<file path="config.mk">
export PLATFORM = sky130hd
export DESIGN_NAME = csc_top
export DESIGN_NICKNAME = d
export VERILOG_FILES = /design/src/design/csc_top.v
export VERILOG_INCLUDE_DIRS = /design/src /design/src/design
export SDC_FILE = /design/constraint.sdc
export NUM_CORES = 1
export LEC_CHECK = 0
export BUFFER_PORTS_ARGS = -buffer_cell sky130_fd_sc_hd__buf_4
export CAP_MARGIN = 40
export CORE_MARGIN = 1
export CORE_UTILIZATION = 38
export DETAILED_ROUTE_END_ITERATION = 7
export HOLD_SLACK_MARGIN = 0.08
export SETUP_SLACK_MARGIN = 0.02
export SKIP_LAST_GASP = 1
export SLEW_MARGIN = 20
export SYNTH_ARGS = -nofsm -noshare
export SYNTH_HDL_FRONTEND = slang
export SYNTH_SLANG_ARGS = --single-unit
</file>
<file path="constraint.sdc">
create_clock -name sys_clk -period 6.85 [get_ports sys_clk]
set_input_delay 0.3425 -clock sys_clk [delete_from_list [all_inputs] [get_ports sys_clk]]
set_output_delay 0.3425 -clock sys_clk [all_outputs]
set_load 0.03 [all_outputs]
</file>
<file path="src/design/csc_map.vh">
`ifndef CSC_MAP_VH
`define CSC_MAP_VH
// Register byte offsets
`define CSC_OFS_CTRL        8'h00
`define CSC_OFS_PUMP        8'h04
`define CSC_OFS_FAULT       8'h08
`define CSC_OFS_FLAG        8'h0C
`define CSC_OFS_STATUS      8'h10
// Control register fields
`define CSC_CTRL_BSD        0
`define CSC_CTRL_DLY        1
`define CSC_CTRL_RSTEN      2
`define CSC_CTRL_HIZ        3
`define CSC_CTRL_BOOST      4
`define CSC_CTRL_DEFAULTS   5
`define CSC_CTRL_MODE_LO    6
`define CSC_CTRL_MODE_HI    7
`define CSC_CTRL_MANUAL     8
`define CSC_CTRL_DPMMASK    9
`define CSC_CTRL_RESET      10'h004
// Pulse control register fields
`define CSC_PUMP_EN         0
`define CSC_PUMP_UP         1
`define CSC_PUMP_DN         2
`define CSC_PUMP_ILIM_LO    4
`define CSC_PUMP_ILIM_HI    8
`define CSC_ILIM_RESET      5'h08
// Indicator modes
`define CSC_MODE_AUTO       2'h0
`define CSC_MODE_MANUAL     2'h1
// Times as printed and cycle counts at 100 MHz
`define CSC_CLK_HZ          100000000
`define CSC_T_SHIP_DLY_S    12
`define CSC_T_SHIPMODE_S    1
`define CSC_T_QON_RST_S     10
`define CSC_T_SW_RST_MS     320
`define CSC_T_BLINK_HZ      1
`define CSC_T_ALERT_US      256
`define CSC_SHIP_DLY_CYC    (`CSC_T_SHIP_DLY_S * `CSC_CLK_HZ)
`define CSC_SHIPMODE_CYC    (`CSC_T_SHIPMODE_S * `CSC_CLK_HZ)
`define CSC_QON_RST_CYC     (`CSC_T_QON_RST_S * `CSC_CLK_HZ)
`define CSC_SW_RST_CYC      (`CSC_T_SW_RST_MS * (`CSC_CLK_HZ / 1000))
`define CSC_BLINK_HALF_CYC  (`CSC_CLK_HZ / (2 * `CSC_T_BLINK_HZ))
`define CSC_ALERT_CYC       (`CSC_T_ALERT_US * (`CSC_CLK_HZ / 1000000))
// Adaptor pulse shape, plain defaults
`define CSC_PUMP_ON_CYC     100000
`define CSC_PUMP_OFF_CYC    100000
`define CSC_UP_PULSES       3
`define CSC_DN_PULSES       2
`endif

</file>
<file path="src/design/csc_top.v">
`include "csc_map.vh"
module csc_top #(
  parameter [31:0] SHIP_DLY_CYC   = `CSC_SHIP_DLY_CYC,
  parameter [31:0] SHIPMODE_CYC   = `CSC_SHIPMODE_CYC,
  parameter [31:0] QON_RST_CYC    = `CSC_QON_RST_CYC,
  parameter [31:0] SW_RST_CYC     = `CSC_SW_RST_CYC,
  parameter [31:0] BLINK_HALF_CYC = `CSC_BLINK_HALF_CYC,
  parameter [31:0] ALERT_CYC      = `CSC_ALERT_CYC,
  parameter [31:0] PUMP_ON_CYC    = `CSC_PUMP_ON_CYC,
  parameter [31:0] PUMP_OFF_CYC   = `CSC_PUMP_OFF_CYC,
  parameter [3:0]  UP_PULSES      = `CSC_UP_PULSES,
  parameter [3:0]  DN_PULSES      = `CSC_DN_PULSES
) (
  // Clock and reset
  input  wire        sys_clk,
  input  wire        rstn,
  // AXI4-Lite slave
  input  wire [7:0]  s_axi_awaddr,
  input  wire        s_axi_awvalid,
  output reg         s_axi_awready,
  input  wire [31:0] s_axi_wdata,
  input  wire [3:0]  s_axi_wstrb,
  input  wire        s_axi_wvalid,
  output reg         s_axi_wready,
  output reg  [1:0]  s_axi_bresp,
  output reg         s_axi_bvalid,
  input  wire        s_axi_bready,
  input  wire [7:0]  s_axi_araddr,
  input  wire        s_axi_arvalid,
  output reg         s_axi_arready,
  output reg  [31:0] s_axi_rdata,
  output reg  [1:0]  s_axi_rresp,
  output reg         s_axi_rvalid,
  input  wire        s_axi_rready,
  // Supply and charger status from analog
  input  wire        vbusValid,
  input  wire        vbusInRange,
  input  wire        aboveSleep,
  input  wire        sourceNotPoor,
  input  wire        typeDetectDone,
  input  wire        sourceDetected,
  input  wire        charging,
  input  wire        chargeDone,
  input  wire        chargeEnabled,
  input  wire        suspendInOv,
  input  wire        suspendTs,
  input  wire        suspendTimer,
  input  wire        suspendSysOv,
  input  wire        boostTsSuspend,
  input  wire        iinRegulating,
  input  wire        vinRegulating,
  // Fault sources
  input  wire        faultWatchdog,
  input  wire        faultBoost,
  input  wire        faultCharge,
  input  wire        faultBatOv,
  input  wire        thermistorFault,
  // Push-button pin
  input  wire        wakeButtonN,
  // Power path controls
  output reg         batterySwitchOn,
  output reg         inputHighImpedanceEn,
  output reg         boostOutputEnable,
  output reg         limitIs100mA,
  output reg  [4:0]  inputCurrentLimit,
  // Status pins
  output reg         inputGoodN,
  output reg         hostAlertN,
  input  wire        chargeIndicatorIn,
  output reg         chargeIndicatorOut,
  output reg         chargeIndicatorOeN
);
  // Pump sequencer states
  localparam [2:0] PS_IDLE = 3'b001;
  localparam [2:0] PS_LOW  = 3'b010;
  localparam [2:0] PS_HIGH = 3'b100;

  reg  [21:0] syncA_r;
  reg  [21:0] syncB_r;
  reg  [31:0] wakeCnt_r;
  reg  [31:0] shipCnt_r;
  reg  [31:0] rstCnt_r;
  reg  [31:0] blinkCnt_r;
  reg  [31:0] alertCnt_r;
  reg  [31:0] pumpCnt_r;
  reg  [3:0]  pumpLeft_r;
  reg  [2:0]  pumpState_r;
  reg  [9:0]  ctrl_r;
  reg         pumpEn_r;
  reg         pumpUp_r;
  reg         pumpDn_r;
  reg  [4:0]  ilim_r;
  reg         shipOff_r;
  reg         rstOff_r;
  reg         blink_r;
  reg  [3:0]  faultRec_r;
  reg  [4:0]  flagRec_r;
  reg  [4:0]  prevLive_r;
  reg         awHave_r;
  reg         wHave_r;
  reg  [7:0]  awAddr_r;
  reg  [31:0] wData_r;
  reg  [3:0]  wStrb_r;
  reg  [9:0]  ctrl_nxt;
  reg  [8:0]  pump_nxt;
  reg  [31:0] rd_nxt;
  reg         pinSyncA_r;
  reg         pinSyncB_r;

  // Synchronised inputs
  wire sVbus   = syncB_r[0];
  wire sInRng  = syncB_r[1];
  wire sSleep  = syncB_r[2];
  wire sNoPoor = syncB_r[3];
  wire sTypeOk = syncB_r[4];
  wire sSrcDet = syncB_r[5];
  wire sChg    = syncB_r[6];
  wire sDone   = syncB_r[7];
  wire sChgEn  = syncB_r[8];
  wire sSusp   = |syncB_r[13:9];
  wire sIinReg = syncB_r[14];
  wire sVinReg = syncB_r[15];
  wire [3:0] sFault = syncB_r[19:16];
  wire sNtc    = syncB_r[20];
  wire sWakeN  = syncB_r[21];
  wire inGood  = sInRng & sSleep & sNoPoor & sTypeOk;

  wire wrGo  = awHave_r & wHave_r & ~s_axi_bvalid;
  wire rdGo  = s_axi_arvalid & s_axi_arready;
  wire wrCtl = wrGo & (awAddr_r == `CSC_OFS_CTRL);
  wire wrPmp = wrGo & (awAddr_r == `CSC_OFS_PUMP);
  wire rdFlt = rdGo & (s_axi_araddr == `CSC_OFS_FAULT);
  wire rdFlg = rdGo & (s_axi_araddr == `CSC_OFS_FLAG);
  wire [31:0] wMask = {{8{wStrb_r[3]}}, {8{wStrb_r[2]}}, {8{wStrb_r[1]}}, {8{wStrb_r[0]}}};
  wire [31:0] ctlMerged = ({22'h00_0000, ctrl_r} & ~wMask) | (wData_r & wMask);
  wire [31:0] pmpMerged = ({23'h00_0000, ilim_r, 1'b0, pumpDn_r, pumpUp_r, pumpEn_r} & ~wMask)
                          | (wData_r & wMask);

  // Wake low-time events
  wire wakeShip = ~sWakeN & (wakeCnt_r == SHIPMODE_CYC - 32'h0000_0001);
  wire wakeRst  = ~sWakeN & (wakeCnt_r == QON_RST_CYC - 32'h0000_0001);

  // Two-flop synchroniser for every pin input
  always @(posedge sys_clk or negedge rstn) begin
    if (!rstn) begin
      syncA_r    <= 22'h20_0000;
      syncB_r    <= 22'h20_0000;
      pinSyncA_r <= 1'b1; // Pulled-up idle level
      pinSyncB_r <= 1'b1;
    end else begin
      pinSyncA_r <= chargeIndicatorIn;
      pinSyncB_r <= pinSyncA_r;
      syncA_r <= {wakeButtonN, thermistorFault, faultBatOv, faultCharge, faultBoost,
                  faultWatchdog, vinRegulating, iinRegulating, boostTsSuspend, suspendSysOv,
                  suspendTimer, suspendTs, suspendInOv, chargeEnabled, chargeDone, charging,
                  sourceDetected, typeDetectDone, sourceNotPoor, aboveSleep, vbusInRange,
                  vbusValid};
      syncB_r <= syncA_r;
    end
  end

  // Wake button low-time counter, restarts on high
  always @(posedge sys_clk or negedge rstn) begin
    if (!rstn) begin
      wakeCnt_r <= 32'h0000_0000;
    end else if (sWakeN) begin
      wakeCnt_r <= 32'h0000_0000;
    end else if (wakeCnt_r != QON_RST_CYC) begin
      wakeCnt_r <= wakeCnt_r + 32'h0000_0001;
    end
  end

  // Next control word after a bus write
  always @* begin
    ctrl_nxt = ctrl_r;
    if (wrCtl) begin
      ctrl_nxt = ctlMerged[9:0];
      ctrl_nxt[`CSC_CTRL_BOOST] = ctlMerged[`CSC_CTRL_BOOST] & ~ctlMerged[`CSC_CTRL_HIZ];
      if (ctlMerged[`CSC_CTRL_DEFAULTS]) begin
        ctrl_nxt = `CSC_CTRL_RESET;
      end
    end
    ctrl_nxt[`CSC_CTRL_DEFAULTS] = 1'b0;
    if (wakeShip) begin
      ctrl_nxt[`CSC_CTRL_BSD]   = 1'b0;
      ctrl_nxt[`CSC_CTRL_HIZ]   = 1'b1;
      ctrl_nxt[`CSC_CTRL_BOOST] = 1'b0;
    end
    pump_nxt = pmpMerged[8:0];
  end

  // Control register and adaptor pulse sequencer
  always @(posedge sys_clk or negedge rstn) begin
    if (!rstn) begin
      ctrl_r      <= `CSC_CTRL_RESET;
      pumpEn_r    <= 1'b0;
      pumpUp_r    <= 1'b0;
      pumpDn_r    <= 1'b0;
      ilim_r      <= `CSC_ILIM_RESET;
      pumpState_r <= PS_IDLE;
      pumpCnt_r   <= 32'h0000_0000;
      pumpLeft_r  <= 4'h0;
    end else begin
      ctrl_r <= ctrl_nxt;
      if (wrCtl && ctlMerged[`CSC_CTRL_DEFAULTS]) begin
        pumpEn_r    <= 1'b0;
        pumpUp_r    <= 1'b0;
        pumpDn_r    <= 1'b0;
        ilim_r      <= `CSC_ILIM_RESET;
        pumpState_r <= PS_IDLE;
      end else if (wrPmp && !pump_nxt[`CSC_PUMP_EN]) begin
        pumpEn_r    <= 1'b0;
        ilim_r      <= pump_nxt[`CSC_PUMP_ILIM_HI:`CSC_PUMP_ILIM_LO];
        pumpUp_r    <= 1'b0;
        pumpDn_r    <= 1'b0;
        pumpState_r <= PS_IDLE;
      end else begin
        if (wrPmp) begin
          pumpEn_r <= 1'b1;
          ilim_r   <= pump_nxt[`CSC_PUMP_ILIM_HI:`CSC_PUMP_ILIM_LO];
        end
        case (pumpState_r)
          PS_IDLE: begin
            if (wrPmp && (pump_nxt[`CSC_PUMP_UP] || pump_nxt[`CSC_PUMP_DN])) begin
              pumpUp_r    <= pump_nxt[`CSC_PUMP_UP];
              pumpDn_r    <= ~pump_nxt[`CSC_PUMP_UP];
              pumpLeft_r  <= pump_nxt[`CSC_PUMP_UP] ? UP_PULSES : DN_PULSES;
              pumpCnt_r   <= 32'h0000_0000;
              pumpState_r <= PS_LOW;
            end
          end
          PS_LOW: begin
            if (pumpCnt_r == PUMP_ON_CYC - 32'h0000_0001) begin
              pumpCnt_r   <= 32'h0000_0000;
              pumpLeft_r  <= pumpLeft_r - 4'h1;
              pumpState_r <= PS_HIGH;
            end else begin
              pumpCnt_r <= pumpCnt_r + 32'h0000_0001;
            end
          end
          PS_HIGH: begin
            if (pumpCnt_r == PUMP_OFF_CYC - 32'h0000_0001) begin
              pumpCnt_r <= 32'h0000_0000;
              if (pumpLeft_r == 4'h0) begin
                pumpUp_r    <= 1'b0;
                pumpDn_r    <= 1'b0;
                pumpState_r <= PS_IDLE;
              end else begin
                pumpState_r <= PS_LOW;
              end
            end else begin
              pumpCnt_r <= pumpCnt_r + 32'h0000_0001;
            end
          end
          default: begin
            pumpState_r <= PS_IDLE;
          end
        endcase
      end
    end
  end

  // Ship-mode entry delay and forced power cycle
  always @(posedge sys_clk or negedge rstn) begin
    if (!rstn) begin
      shipOff_r <= 1'b0;
      shipCnt_r <= 32'h0000_0000;
      rstOff_r  <= 1'b0;
      rstCnt_r  <= 32'h0000_0000;
    end else begin
      if (!ctrl_r[`CSC_CTRL_BSD]) begin
        shipOff_r <= 1'b0;
        shipCnt_r <= 32'h0000_0000;
      end else if (!ctrl_r[`CSC_CTRL_DLY]) begin
        shipOff_r <= 1'b1;
      end else if (!shipOff_r) begin
        if (shipCnt_r == SHIP_DLY_CYC - 32'h0000_0001) begin
          shipOff_r <= 1'b1;
        end else begin
          shipCnt_r <= shipCnt_r + 32'h0000_0001;
        end
      end
      if (rstOff_r) begin
        if (rstCnt_r == SW_RST_CYC - 32'h0000_0001) begin
          rstOff_r <= 1'b0;
        end else begin
          rstCnt_r <= rstCnt_r + 32'h0000_0001;
        end
      end else if (wakeRst && !sVbus && !ctrl_r[`CSC_CTRL_BSD] &&
                   ctrl_r[`CSC_CTRL_RSTEN]) begin
        rstOff_r <= 1'b1;
        rstCnt_r <= 32'h0000_0000;
      end
    end
  end

  // Indicator blink timebase
  always @(posedge sys_clk or negedge rstn) begin
    if (!rstn) begin
      blinkCnt_r <= 32'h0000_0000;
      blink_r    <= 1'b0;
    end else if (blinkCnt_r == BLINK_HALF_CYC - 32'h0000_0001) begin
      blinkCnt_r <= 32'h0000_0000;
      blink_r    <= ~blink_r;
    end else begin
      blinkCnt_r <= blinkCnt_r + 32'h0000_0001;
    end
  end

  // Fault and flag records, alert pulse
  wire [4:0] liveFlag = {sVinReg, sIinReg, inGood, sSrcDet, sDone};
  wire [4:0] dpmKeep  = ctrl_r[`CSC_CTRL_DPMMASK] ? 5'h07 : 5'h1F;
  wire [4:0] flagEvt  = {(liveFlag[4:3] & ~prevLive_r[4:3]),
                         (liveFlag[2] ^ prevLive_r[2]),
                         (liveFlag[1:0] & ~prevLive_r[1:0])} & dpmKeep;
  wire [3:0] faultEvt = sFault & ~faultRec_r;
  wire       recsIdle = (faultRec_r == 4'h0) & (flagRec_r == 5'h00);
  always @(posedge sys_clk or negedge rstn) begin
    if (!rstn) begin
      faultRec_r <= 4'h0;
      flagRec_r  <= 5'h00;
      prevLive_r <= 5'h00;
      alertCnt_r <= 32'h0000_0000;
      hostAlertN <= 1'b1;
    end else begin
      prevLive_r <= liveFlag;
      faultRec_r <= (rdFlt ? 4'h0 : faultRec_r) | sFault;
      flagRec_r  <= (rdFlg ? 5'h00 : flagRec_r) | flagEvt;
      if (!hostAlertN) begin
        if (alertCnt_r == ALERT_CYC - 32'h0000_0001) begin
          hostAlertN <= 1'b1;
        end else begin
          alertCnt_r <= alertCnt_r + 32'h0000_0001;
        end
      end else if (((faultEvt != 4'h0) || (flagEvt != 5'h00)) && recsIdle) begin
        hostAlertN <= 1'b0;
        alertCnt_r <= 32'h0000_0000;
      end
    end
  end

  // Registered pin and control outputs
  always @(posedge sys_clk or negedge rstn) begin
    if (!rstn) begin
      batterySwitchOn      <= 1'b1;
      inputHighImpedanceEn <= 1'b0;
      boostOutputEnable    <= 1'b0;
      limitIs100mA         <= 1'b0;
      inputCurrentLimit    <= `CSC_ILIM_RESET;
      inputGoodN           <= 1'b1;
      chargeIndicatorOut   <= 1'b0;
      chargeIndicatorOeN   <= 1'b1;
    end else begin
      batterySwitchOn      <= ~(shipOff_r | rstOff_r);
      inputHighImpedanceEn <= ctrl_r[`CSC_CTRL_HIZ];
      boostOutputEnable    <= ctrl_r[`CSC_CTRL_BOOST] & ~ctrl_r[`CSC_CTRL_HIZ];
      limitIs100mA         <= pumpState_r[1] & pumpEn_r;
      inputCurrentLimit    <= ilim_r;
      inputGoodN           <= ~inGood;
      chargeIndicatorOut   <= 1'b0;
      if (ctrl_r[`CSC_CTRL_MODE_HI]) begin
        chargeIndicatorOeN <= 1'b1;
      end else if (ctrl_r[`CSC_CTRL_MODE_LO]) begin
        chargeIndicatorOeN <= ctrl_r[`CSC_CTRL_MANUAL];
      end else if (sSusp) begin
        chargeIndicatorOeN <= blink_r;
      end else if (sChg && sChgEn && sSleep && !sDone) begin
        chargeIndicatorOeN <= 1'b0;
      end else begin
        chargeIndicatorOeN <= 1'b1;
      end
    end
  end

  // Read data mux
  always @* begin
    rd_nxt = 32'h0000_0000;
    case (s_axi_araddr)
      `CSC_OFS_CTRL:   rd_nxt = {22'h00_0000, ctrl_r};
      `CSC_OFS_PUMP:   rd_nxt = {23'h00_0000, ilim_r, 1'b0, pumpDn_r, pumpUp_r, pumpEn_r};
      `CSC_OFS_FAULT:  rd_nxt = {27'h000_0000, sNtc, faultRec_r};
      `CSC_OFS_FLAG:   rd_nxt = {27'h000_0000, flagRec_r};
      `CSC_OFS_STATUS: rd_nxt = {24'h00_0000, pinSyncB_r, batterySwitchOn,
                                 sVbus, sVinReg, sIinReg, sNtc, 1'b0, inGood};
      default:         rd_nxt = 32'h0000_0000;
    endcase
  end

  wire addrOk = (s_axi_araddr == `CSC_OFS_CTRL) | (s_axi_araddr == `CSC_OFS_PUMP) |
                (s_axi_araddr == `CSC_OFS_FAULT) | (s_axi_araddr == `CSC_OFS_FLAG) |
                (s_axi_araddr == `CSC_OFS_STATUS);

  // AXI4-Lite handshakes
  always @(posedge sys_clk or negedge rstn) begin
    if (!rstn) begin
      s_axi_awready <= 1'b1;
      s_axi_wready  <= 1'b1;
      s_axi_bvalid  <= 1'b0;
      s_axi_bresp   <= 2'h0;
      s_axi_arready <= 1'b1;
      s_axi_rvalid  <= 1'b0;
      s_axi_rresp   <= 2'h0;
      s_axi_rdata   <= 32'h0000_0000;
      awHave_r      <= 1'b0;
      wHave_r       <= 1'b0;
      awAddr_r      <= 8'h00;
      wData_r       <= 32'h0000_0000;
      wStrb_r       <= 4'h0;
    end else begin
      if (s_axi_awvalid && s_axi_awready) begin
        awHave_r      <= 1'b1;
        awAddr_r      <= {s_axi_awaddr[7:2], 2'b00};
        s_axi_awready <= 1'b0;
      end
      if (s_axi_wvalid && s_axi_wready) begin
        wHave_r      <= 1'b1;
        wData_r      <= s_axi_wdata;
        wStrb_r      <= s_axi_wstrb;
        s_axi_wready <= 1'b0;
      end
      if (wrGo) begin
        awHave_r     <= 1'b0;
        wHave_r      <= 1'b0;
        s_axi_bvalid <= 1'b1;
        s_axi_bresp  <= (awAddr_r == `CSC_OFS_CTRL || awAddr_r == `CSC_OFS_PUMP) ? 2'h0 : 2'h2;
      end
      if (s_axi_bvalid && s_axi_bready) begin
        s_axi_bvalid  <= 1'b0;
        s_axi_awready <= 1'b1;
        s_axi_wready  <= 1'b1;
      end
      if (rdGo) begin
        s_axi_rdata   <= rd_nxt;
        s_axi_rresp   <= addrOk ? 2'h0 : 2'h2;
        s_axi_rvalid  <= 1'b1;
        s_axi_arready <= 1'b0;
      end else if (s_axi_rvalid && s_axi_rready) begin
        s_axi_rvalid  <= 1'b0;
        s_axi_arready <= 1'b1;
      end
    end
  end
endmodule // csc_top

</file>
# == Yosys cells after proc, flatten, opt, wreduce, memory -nomap -nowiden ==
# Index checks and enable logic that the tools add are counted.
# totals
register_bits,352
inputBits,82
output_inout_bits,54
word_cells,258
# classes
add_sub_neg,7
eq_ne,28
muxes,81
bitwise_logic,47
reduce_logical,50
# ops
cell,n
$mux 32,15
$add 32x1->32 const B,6
$pmux 32 s2,1
$pmux 10 s5,1
$mux 1,41
$eq 32x15->1 const B,1
$eq 32x17->1 const B,1
$eq 32x25->1 const B,1
$eq 32x26->1 const B,1
$eq 32x27->1 const B,1
$eq 32x30->1 const B,1
$eq 32x31->1 const B,1
$ne 32x30->1 const B,1
$mux 5,6
$reduce_bool 2->1,11
$and 10x10->10,2
$and 1x1->1,16
$eq 8x4->1 const B,2
$logic_not 8->1,2
$ne 4x4->1 const B,4
$mux 3,5
$logic_and 1x1->1,14
$mux 4,3
$ne 2x2->1 const B,6
40 further kinds,70

# == Longest topological paths before layout ==
# Gate-level depths: netlist of the first run.
# depth
word_depth,10
mapped_depth,10
mapped_depth_nobuf,8

# == Least setup slack after synthesis of the first run ==
# OpenSTA, ideal clock, no wires.
# synth_path
kind,flip-flop to flip-flop
start,register awAddr_r[5]
end,register pumpCnt_r[17]
setup_time_ns,0.078
arrival_time_ns,2.808
required_ns,6.772
setup_slack_ns,3.964
stages_incl_launch_ff,9
n_path_buf,2
synth_period_minus_slack_ns,2.886
path_cell_list,dfrtp_1 > or4_4 > or3_1 > o41a_1 > buf_6 > or3b_1 > clkbuf_2 > or4_1 > a21oi_1
# synth_between
elab_chain_cells,5
elab_cells_between_ends,11
cone_classes,eq/ne: 2; bitwise: 4; reduce/logical: 5
# synth_lines
item,line_no,text
start: declaration,csc_top.v:101,reg [7:0] awAddr_r;
start signal: assignment,csc_top.v:412,"awAddr_r <= {s_axi_awaddr[7:2], 2'b00};"
$eq 6x1->1 (no source line) / $logic_not 8->1 (equally long branches),-,
"$and 1x1->1, on equally long branches","csc_top.v:131, csc_top.v:130",
"$logic_and 1x1->1, on equally long branches","csc_top.v:224, csc_top.v:205, csc_top.v:211",
$ne 2x2->1 (no source line) / $not 1->1 (equally long branches),-,
$reduce_and 4->1 (no source line) (*),-,
end signal: assignment,csc_top.v:238,pumpCnt_r <= pumpCnt_r + 32'h0000_0001;
end signal: assignment,csc_top.v:252,pumpCnt_r <= pumpCnt_r + 32'h0000_0001;
end: declaration,csc_top.v:85,reg [31:0] pumpCnt_r;
# Every way passes the cells marked *; elsewhere a longest branch is shown, timed or not.
# A chain may end at the register's enable or synchronous reset.

# == Final worst setup path of the first run ==
# layout_path
start,register awAddr_r[5]
end,register pumpCnt_r[8]
# The elaborated chain is that of the path after synthesis.

==> flow_metrics.py, run 1 <==
metrics = {
    "floorplan": {
        "dieWidth_um": 202,
        "core_um2": 39000,
        "die_h_um": 202,
        "num_io_pins": 136,
        "initial_utilization_pct": 38.9,
        "rows": 72,
        "fp.dieArea_um2": 40800,
    },
    "sta": {
        "fin_tns_setup_ns": 0,
        "fin_ws_ns": 3.39,
        "final-setup-viol-count": 0,
        "max_clock_freq_ghz": 0.289,
        "tightest_slew_ns": 0.769,
        "period_share_pct": 50.5,
        "fin_worst_skew_ns": 0.0153,
        "relSlewSlack_pct": 47.4,
        "period_minus_slack_ns": 3.46,
        "maxSlewViolCount": 0,
        "rsz0062_at_grt": "false",
        "hold_viol_final": 0,
    },
    "finish": {
        "nets": 1722,
        "area_growth_pct": 20.1,
        "regArea_um2": 8230,
        "drive_above_1_share_pct": 13.7,
        "fillCellCount": 3612,
        "multi_input_area_um2": 6550,
    },
    "global_routing": {
        "grt_pass1_vias": 11500,
        "grt_max_degree": 68,
        "antenna_found_initial": 2,
        "grt_overflow": 0,
        "grt_pass1_wl_um": 58800,
        "grtUsageTotal_pct": 17.5,
    },
    "hold_path": {
        "hold_path.class": "in2reg",
    },
    "place": {
        "dpl.hpwl_um": 23400,
        "globalplace.congestion": 0.833,
        "place_ws_ns": 3.41,
        "port_buffers": 84,
    },
    "worst_setup_path": {
        "r2r_cells": 6,
        "critPathArrivalTime_ns": 3.88,
        "worstSetupPathType": "reg2reg",
        "start_kind": "flip-flop",
        "r2r_start": "awAddr_r[5]",
        "reg2reg_slack_ns": 3.39,
        "required_ns": 7.27,
        "crit_fanout": 18,
        "crit_start": "awAddr_r[5]",
        "crit_end": "pumpCnt_r[8]",
        "end_kind": "flip-flop",
        "r2r_end": "pumpCnt_r[8]",
    },
    "cts": {
        "htree_levels": 2,
        "clk_latency_ns": 0.54,
        "clockRootBuffer": "clkbuf_16",
        "cts.sinks": 328,
        "cts_tree": "built",
        "cts_buffers": 37,
        "clockBufferDepth": 3,
        "clkSlewWorstSetupHoldPaths_ns": 0.06,
        "cts-resized-gates": 0,
    },
    "yosys": {
        "syn_inst": 1483,
        "yosysWarnings": 0,
        "ys_ff_latch": 328,
        "synthesis.area_um2": 15200,
        "synth_edf_count": 0,
        "synth_cell_types": 69,
        "ys_seq_area_share_pct": 54.2,
        "synthFlopType": "dfrtp_1",
        "syn_avg_cell_area_um2": 10.2,
        "synthArstFlopShare_pct": 100,
    },
    "power_and_ir_drop": {
        "ir_drop_v": 0.000187,
        "p_per_area_nw_per_um2": 275,
        "power_leakage_nw": 7.88,
    },
    "route": {
        "routed_wire_length_per_instance_um": 15.9,
        "vias": 11500,
        "drc": 0,
        "routed_wl_um": 34700,
        "drt-initial-drc-count": 771,
        "dr.pass1.iters": 6,
        "via_per_inst": 5.28,
        "final_antenna_net_count": 0,
    },
    "flow_run": {
        "max_cap_violations": 0,
    },
    "outcome": {
        "status": "finished, final reports clean",
    },
}
synth_stat cells (26+ instances only):
| master | n | area [um2] |
|---|---|---|
| a21oi_1 | 32 | 160 |
| and2_1 | 26 | 163 |
| nor3_1 | 26 | 130 |
| xnor2_1 | 57 | 499 |
| buf_4 | 26 | 195 |
| nand4_1 | 55 | 344 |
| dfrtp_1 | 313 | 7830 |
| and3_1 | 36 | 225 |
| nand3_1 | 93 | 465 |
| o21ai_0 | 88 | 440 |
| nor4_1 | 43 | 269 |
| nor2_1 | 127 | 477 |
| inv_1 | 35 | 131 |
| nand2_1 | 138 | 518 |
| clkbuf_1 | 46 | 173 |
| xor2_1 | 57 | 499 |
logic make-up (layout without fill, tap and decap cells):
logic type | after synthesis | in the layout | share of synthesized area [%]
simple gates | 662 | 662 | 23.0
flops | 328 | 328 | 54.2
compound gates | 221 | 221 | 9.34
xor+xnor | 114 | 114 | 6.57
buf+inv | 110 | 262 | 3.43
mux | 38 | 38 | 2.75
fa+ha+maj | 9 | 9 | 0.741
other cells | 1 | 27 | 0.0247
critical path, cell delays in order (launching register included):
cell and delay (ns):
dfrtp_1 0.38, or4_4 0.53, or3_1 0.38, o41a_1 0.69, nor2_1 0.41, nand2_1 0.46, o41ai_1 0.48
cell type report:
class	instances	share of cell area [%]
Sequential cell	328	45.1
Clock inverter	16	1.08
Timing Repair Buffer	160	7.65
Clock buffer	51	5.98
Tap cell	518	3.55
Multi-Input combinational cell	1069	35.9
Inverter	35	0.720
Antenna cell	2	0.0274
timing repair:
| action | CTS | global route |
|---|---|---|
| buffers inserted | 0 | 0 |
| endpoints found under the hold margin | 108 | 0 |
| hold buffers | 50 | 0 |
registers in the layout, indices dropped and copies added (netlist names), 6 cells and up:
register and cells:
alertCnt_r 32, blinkCnt_r 32, pumpCnt_r 32, rstCnt_r 32
shipCnt_r 32, wakeCnt_r 32, syncA_r 22, syncB_r 22
s_axi_rdata 10, wData_r 10, ctrl_r 9, awAddr_r 6
how the worst min path moves through the flow:
| stage | from | to | slack (ns) | cells after the start |
|---|---|---|---|---|
| after global routing | s_axi_araddr[6] | s_axi_rdata[1] | 0.15 | 4 |
| after global placement | rstn | shipCnt_r[0] | 0.32 | 1 |
| after floorplan | rstn | alertCnt_r[0] | 0.05 | 0 |
| final | s_axi_araddr[6] | s_axi_rdata[1] | 0.15 | 4 |
| after detailed placement | rstn | shipCnt_r[0] | 0.32 | 1 |
| after CTS | s_axi_araddr[6] | s_axi_rdata[1] | 0.12 | 4 |
placed cells by master, fill, tap and decap left out, types with 8 or more instances in the layout:
cell type      instances
a31oi_1               14
o21ai_0               88
xnor2_1               57
a21oi_1               32
conb_1                25
inv_1                 35
o31ai_1               20
dfrtp_1              313
clkbuf_16             39
nor4_1                41
mux2_2                20
and4_1                14
dfstp_2               15
xor2_1                57
ha_1                   9
nand4_1               55
nor4b_1               13
buf_4                 98
mux2i_1               17
or3_1                 15
and2_1                26
nor3_1                26
nor2_1               127
dlygate4sd3_1         50
nand3_1               93
nor3b_1                8
nand2_1              138
and3_1                36
nor2b_1               16
or4_1                 12
nand2b_1               8
a22o_1                 9
per-layer routing:
metal	global-route usage, %	part of all wire, %	vias up
met3	3.50	4.7	47
li1	-	-	5590
met1	24.5	48	5631
met2	27.8	46	244
met4	4.36	1.8	0
met5	0	0	-
where the power goes:
group,switching (mW),leakage (nW),internal [mW]
clock network,0.808,0.632,1.27
logic,0.398,2.98,0.272
registers,0.167,4.27,2.11
total,1.37,7.88,3.65
metrics by stage:
step           total power, mW  utilization [%]  instance area [um2]  hold WS (ns)  cells
5_1_grt                   5.26             46.8                18200         0.148   2178
3_3_place_gp              2.93             41.8                16300         0.325   2048
2_1_floorplan             2.70                -                15300        0.0469   1507
3_5_place_dp              2.95             41.9                16300         0.324   2054
6_report                  5.02             46.8                18200         0.147   2179
4_1_cts                   5.09             46.5                18100         0.116   2171
Power figures use the tool's default switching activity.
==> run 2: changes to the inputs <==
==> constraint.sdc (replaced) <==
create_clock -name sys_clk -period 3.5 [get_ports sys_clk]
set_input_delay 0.175 -clock sys_clk [delete_from_list [all_inputs] [get_ports sys_clk]]
set_output_delay 0.175 -clock sys_clk [all_outputs]
set_load 0.03 [all_outputs]
==> flow_metrics.py, run 2 (synthesized netlist as in run 1, its figures left out) <==
metrics = {
    "sta": {
        "period_share_pct": 89.0,
        "tightest_slew_ns": 0.889,
        "fin_tns_setup_ns": 0,
        "relSlewSlack_pct": 40.7,
        "maxSlewViolCount": 0,
        "rsz0062_at_grt": "false",
        "final-setup-viol-count": 0,
        "fin_worst_skew_ns": 0.0139,
        "max_clock_freq_ghz": 0.321,
        "whs_ns": 0.132,
        "period_minus_slack_ns": 3.11,
        "hold_viol_final": 0,
    },
    "hold_path": {
        "hold_path.class": "in2reg",
    },
    "worst_setup_path": {
        "critPathArrivalTime_ns": 3.58,
        "max_stage_delay_ns": 0.55,
        "cp_cell_sequence": "or4_4 > or3_1 > o41a_1 > buf_4 > or2_2 > or4_1 > o21ai_0",
        "r2r_cells": 7,
        "crit_end": "pumpLeft_r[0]",
        "required_ns": 3.96,
        "start_kind": "flip-flop",
        "crit_start": "awAddr_r[5]",
        "worstSetupPathType": "reg2reg",
        "end_kind": "flip-flop",
        "crit_fanout": 11,
        "crit_slowest_cell": "o41a_1",
        "reg2reg_slack_ns": 0.39,
        "r2r_end": "pumpLeft_r[0]",
        "critical_path_depth": 7,
        "r2r_start": "awAddr_r[5]",
        "cpLargestDelayFamily": "simple AND/OR/NAND/NOR gates",
        "critPathBufInv": 1,
    },
    "cts": {
        "cts_setup_buffers": 0,
        "cts-resized-gates": 0,
        "cts_tree": "built",
        "clkSlewWorstSetupHoldPaths_ns": 0.06,
        "cts.sinks": 328,
        "htree_levels": 2,
        "cts_buffers": 38,
        "clk_latency_ns": 0.54,
        "clockRootBuffer": "clkbuf_16",
        "clockBufferDepth": 3,
        "holdBufCountCts": 52,
    },
    "floorplan": {
        "rows": 72,
        "initial_utilization_pct": 38.9,
        "core_um2": 39000,
        "die_h_um": 202,
        "num_io_pins": 136,
        "fp.dieArea_um2": 40800,
        "dieWidth_um": 202,
    },
    "global_routing": {
        "grtUsageTotal_pct": 17.4,
        "antenna_found_initial": 2,
        "grt_pass1_wl_um": 58100,
        "grt_max_degree": 114,
        "grt_overflow": 0,
        "grt_pass1_vias": 11300,
    },
    "power_and_ir_drop": {
        "ir_drop_v": 0.000276,
        "power_leakage_nw": 7.91,
        "p_per_area_nw_per_um2": 542,
    },
    "route": {
        "routed_wire_length_per_instance_um": 15.9,
        "via_per_inst": 5.31,
        "drt-initial-drc-count": 713,
        "drc": 0,
        "final_antenna_net_count": 0,
        "vias": 11600,
        "routed_wl_um": 34900,
        "dr.pass1.iters": 7,
    },
    "place": {
        "dpl.hpwl_um": 23500,
        "dpl.cell_count": 2066,
        "globalplace.congestion": 0.840,
        "port_buffers": 84,
    },
    "finish": {
        "nets": 1732,
        "fillCellCount": 3629,
        "final_common_cell": "dfrtp_1",
        "area_growth_pct": 20.4,
        "finalNonFillerCells": 2189,
        "final_cell_mix": "313 x dfrtp_1, 138 x nand2_1, 127 x nor2_1",
        "drive_above_1_share_pct": 13.8,
    },
    "flow_run": {
        "max_cap_violations": 0,
    },
    "outcome": {
        "status": "finished, final reports clean",
    },
}
==> run 2: cell count changes in the layout (fill, tap and decap cells not counted), moves of 2 or more <==
cell	delta
buf_4	+12
buf_16	-4
clkbuf_1	+4
clkinv_2	-4
buf_12	+3
buf_2	-3
clkbuf_2	-2
dlygate4sd3_1	+2
==> run 2: layer usage <==
layer | vias to the layer above | routed length, um | track usage, %
met4 | 0 | 939 | 6.39
li1 | 5617 | - | -
met2 | 228 | 15600 | 26.8
met3 | 72 | 1630 | 3.06
met1 | 5715 | 16700 | 24.4
met5 | - | 0 | 0
==> run 2: metrics by stage <==
stage          power (mW)  util, %  worst slack (ns)  cell area (um2)
2_1_floorplan        5.29        -             0.614            15300
5_1_grt              10.4     46.9             0.274            18300
3_3_place_gp         5.80     42.1             0.412            16400
4_1_cts              10.1     46.9             0.389            18300
3_5_place_dp         5.83     42.2             0.403            16500
6_report             9.92     46.9             0.386            18300
==> run 2: area by class of cell <==
| class | count | area (um2) | share of cell area (%) |
|---|---|---|---|
| Clock buffer | 56 | 1120 | 6.12 |
| Tap cell | 518 | 648 | 3.54 |
| Sequential cell | 328 | 8230 | 45.0 |
| Multi-Input combinational cell | 1069 | 6540 | 35.8 |
| Timing Repair Buffer | 169 | 1440 | 7.88 |
| Clock inverter | 12 | 179 | 0.978 |
| Inverter | 35 | 131 | 0.718 |
| Antenna cell | 2 | 5.00 | 0.0274 |
==> run 2: worst reg2reg max path: cells and delay by family, from the launching register on <==
| family | cells | cell delay (ns) |
|---|---|---|
| and+or+nand+nor | 4 | 1.79 |
| AOI/OAI and AO/OA | 2 | 0.63 |
| DFF | 1 | 0.38 |
| buffers and inverters | 1 | 0.23 |
==> run 2: power breakdown <==
group | leakage [nW] | internal (mW) | total, mW | switching, mW
combinational | 3.01 | 0.574 | 1.37 | 0.800
sequential | 4.27 | 4.12 | 4.45 | 0.325
clock | 0.632 | 2.52 | 4.10 | 1.58
==> run 2: worst min path at each step <==
stage / from / endpoint / depth (start not counted)
6_report: s_axi_araddr[3] / s_axi_rdata[3] / 4
4_1_cts: s_axi_araddr[3] / s_axi_rdata[3] / 4
3_5_place_dp: suspendTimer / syncA_r[11] / 1
3_3_place_gp: typeDetectDone / syncA_r[4] / 1
5_1_grt: s_axi_araddr[3] / s_axi_rdata[3] / 4
2_1_floorplan: rstn / alertCnt_r[0] / 0
==> run 3: changes to the inputs <==
--- a/config.mk
+++ b/config.mk
@@ -12,6 +12,7 @@
 export CORE_UTILIZATION = 38
 export DETAILED_ROUTE_END_ITERATION = 7
 export HOLD_SLACK_MARGIN = 0.08
+export RECOVER_POWER = 100
 export SETUP_SLACK_MARGIN = 0.02
 export SKIP_LAST_GASP = 1
 export SLEW_MARGIN = 20
==> flow_metrics.py, run 3 (synthesized netlist as in run 1, its figures left out) <==
metrics = {
    "cts": {
        "htree_levels": 2,
        "clockBufferDepth": 3,
        "cts_tree": "built",
        "clockRootBuffer": "clkbuf_16",
        "clk_latency_ns": 0.55,
        "cts_buffers": 38,
        "clkSlewWorstSetupHoldPaths_ns": 0.06,
        "cts.sinks": 328,
        "cts-resized-gates": 0,
    },
    "floorplan": {
        "initial_utilization_pct": 38.9,
        "core_um2": 39000,
        "rows": 72,
        "fp.dieArea_um2": 40800,
        "dieWidth_um": 202,
        "die_h_um": 202,
        "num_io_pins": 136,
    },
    "power_and_ir_drop": {
        "switching_share_pct": 27.5,
        "p_int_mw": 7.13,
        "p_sw_mw": 2.70,
        "power_leakage_nw": 7.70,
        "pwr-share-comb_pct": 13.1,
        "power_mw": 9.83,
        "pwr-share-clk_pct": 41.7,
        "seqPwrFrac_pct": 45.2,
        "p_per_area_nw_per_um2": 544,
        "ir_drop_v": 0.000277,
    },
    "route": {
        "via_per_inst": 5.30,
        "drt-initial-drc-count": 755,
        "vias": 11600,
        "routed_wire_length_per_instance_um": 15.9,
        "final_antenna_net_count": 0,
        "routed_wl_um": 34800,
        "dr.pass1.iters": 7,
        "drc": 0,
    },
    "place": {
        "port_buffers": 84,
        "postPlaceCellArea_um2": 16500,
        "globalplace.congestion": 0.840,
        "dpl.hpwl_um": 23500,
    },
    "flow_run": {
        "max_cap_violations": 2,
    },
    "global_routing": {
        "grt_pass1_wl_um": 58100,
        "grt_pass1_vias": 11300,
        "antenna_found_initial": 2,
        "grt_max_degree": 114,
        "grt_overflow": 0,
        "grtUsageTotal_pct": 17.4,
    },
    "finish": {
        "area_growth_pct": 19.0,
        "fillCellCount": 3681,
        "nets": 1732,
        "drive_above_1_share_pct": 10.7,
        "final_common_cell": "dfrtp_1",
        "fin_area_um2": 18100,
        "final_cell_mix": "313 x dfrtp_1, 138 x nand2_1, 127 x nor2_1",
    },
    "sta": {
        "tightest_slew_ns": 1.82,
        "period_minus_slack_ns": 3.16,
        "period_share_pct": 90.4,
        "rsz0062_at_grt": "false",
        "maxSlewViolCount": 107,
        "hold_viol_final": 0,
        "fin_tns_setup_ns": 0,
        "fin_worst_skew_ns": 0.0147,
        "final-setup-viol-count": 0,
        "relSlewSlack_pct": -21.6,
        "whs_ns": 0.130,
        "max_clock_freq_ghz": 0.316,
    },
    "worst_setup_path": {
        "worstSetupPathType": "reg2reg",
        "required_ns": 3.96,
        "critPathArrivalTime_ns": 3.63,
        "start_kind": "flip-flop",
        "crit_fanout": 11,
        "end_kind": "flip-flop",
    },
    "hold_path": {
        "hold_path.class": "in2reg",
    },
    "outcome": {
        "status": "finished, violations left",
        "violations": "capacitance limit, slew limit",
    },
}
-- run 3: changes by cell type in the layout (fill, tap and decap cells not counted), sizes merged --
cell / delta
buf: -68
clkbuf: +68
clkdlybuf4s15: -1
clkdlybuf4s25: +1
-- run 3: final cells by class --
cell class | count | area, um2 | area share, %
diodes | 2 | 5.00 | 0.0277
clock buffers | 56 | 1120 | 6.20
clock inverters | 12 | 179 | 0.990
inverters | 35 | 131 | 0.727
multi-input cells | 1069 | 6530 | 36.1
flip-flops and latches | 328 | 8230 | 45.5
well taps | 518 | 648 | 3.59
repair buffers | 169 | 1230 | 6.83
-- run 3: per-layer routing --
metal	global-route usage, %	wire length (um)	up-vias
met4	6.39	895	0
li1	-	-	5611
met5	0	0	-
met3	3.06	1710	63
met1	24.4	16500	5703
met2	26.8	15700	232
-- run 3: worst paths after layout --
path / startpoint / end / cells after the start / slack, ns
worst max register to register: awAddr_r[5] / pumpLeft_r[0] / 7 / 0.34
min in group asynchronous: rstn / shipCnt_r[29] / 2 / 0.30
worst min-delay path: s_axi_araddr[3] / s_axi_rdata[3] / 4 / 0.13
worst max-delay path: awAddr_r[5] / pumpLeft_r[0] / 7 / 0.34
max in group asynchronous: rstn / blinkCnt_r[17] / 3 / 0.97
worst min register to register: syncA_r[13] / syncB_r[13] / 0 / 0.35
-- run 3: power by group through the flow --
stage	Clock, mW	Sequential, mW	Combinational (mW)
after CTS	4.22	4.45	1.38
after global routing	4.34	4.49	1.44
after global placement	0	4.50	1.29
after floorplan	0	4.45	0.841
final	4.10	4.44	1.29
after detailed placement	0	4.51	1.32
-- run 3: timing repair --
action | CTS | global route
hold buffers | 52 | 0
hold endpoints to repair | 153 | 0
setup buffers | 0 | 0
-- run 3: worst max-delay path, cell delays in order (launching register included) --
cell,delay [ns]
dfrtp_1,0.37
or4_1,0.53
or3_1,0.37
o41a_1,0.55
buf_4,0.23
or2_0,0.39
or4_1,0.56
o21ai_0,0.08
-- run 3: metrics by stage --
stage	std cells	setup slack, ns	util, %
after global routing	2188	0.160	46.3
after floorplan	1507	0.614	-
final	2189	0.336	46.3
after detailed placement	2066	0.403	42.2
after global placement	2063	0.412	42.1
after CTS	2186	0.389	46.9
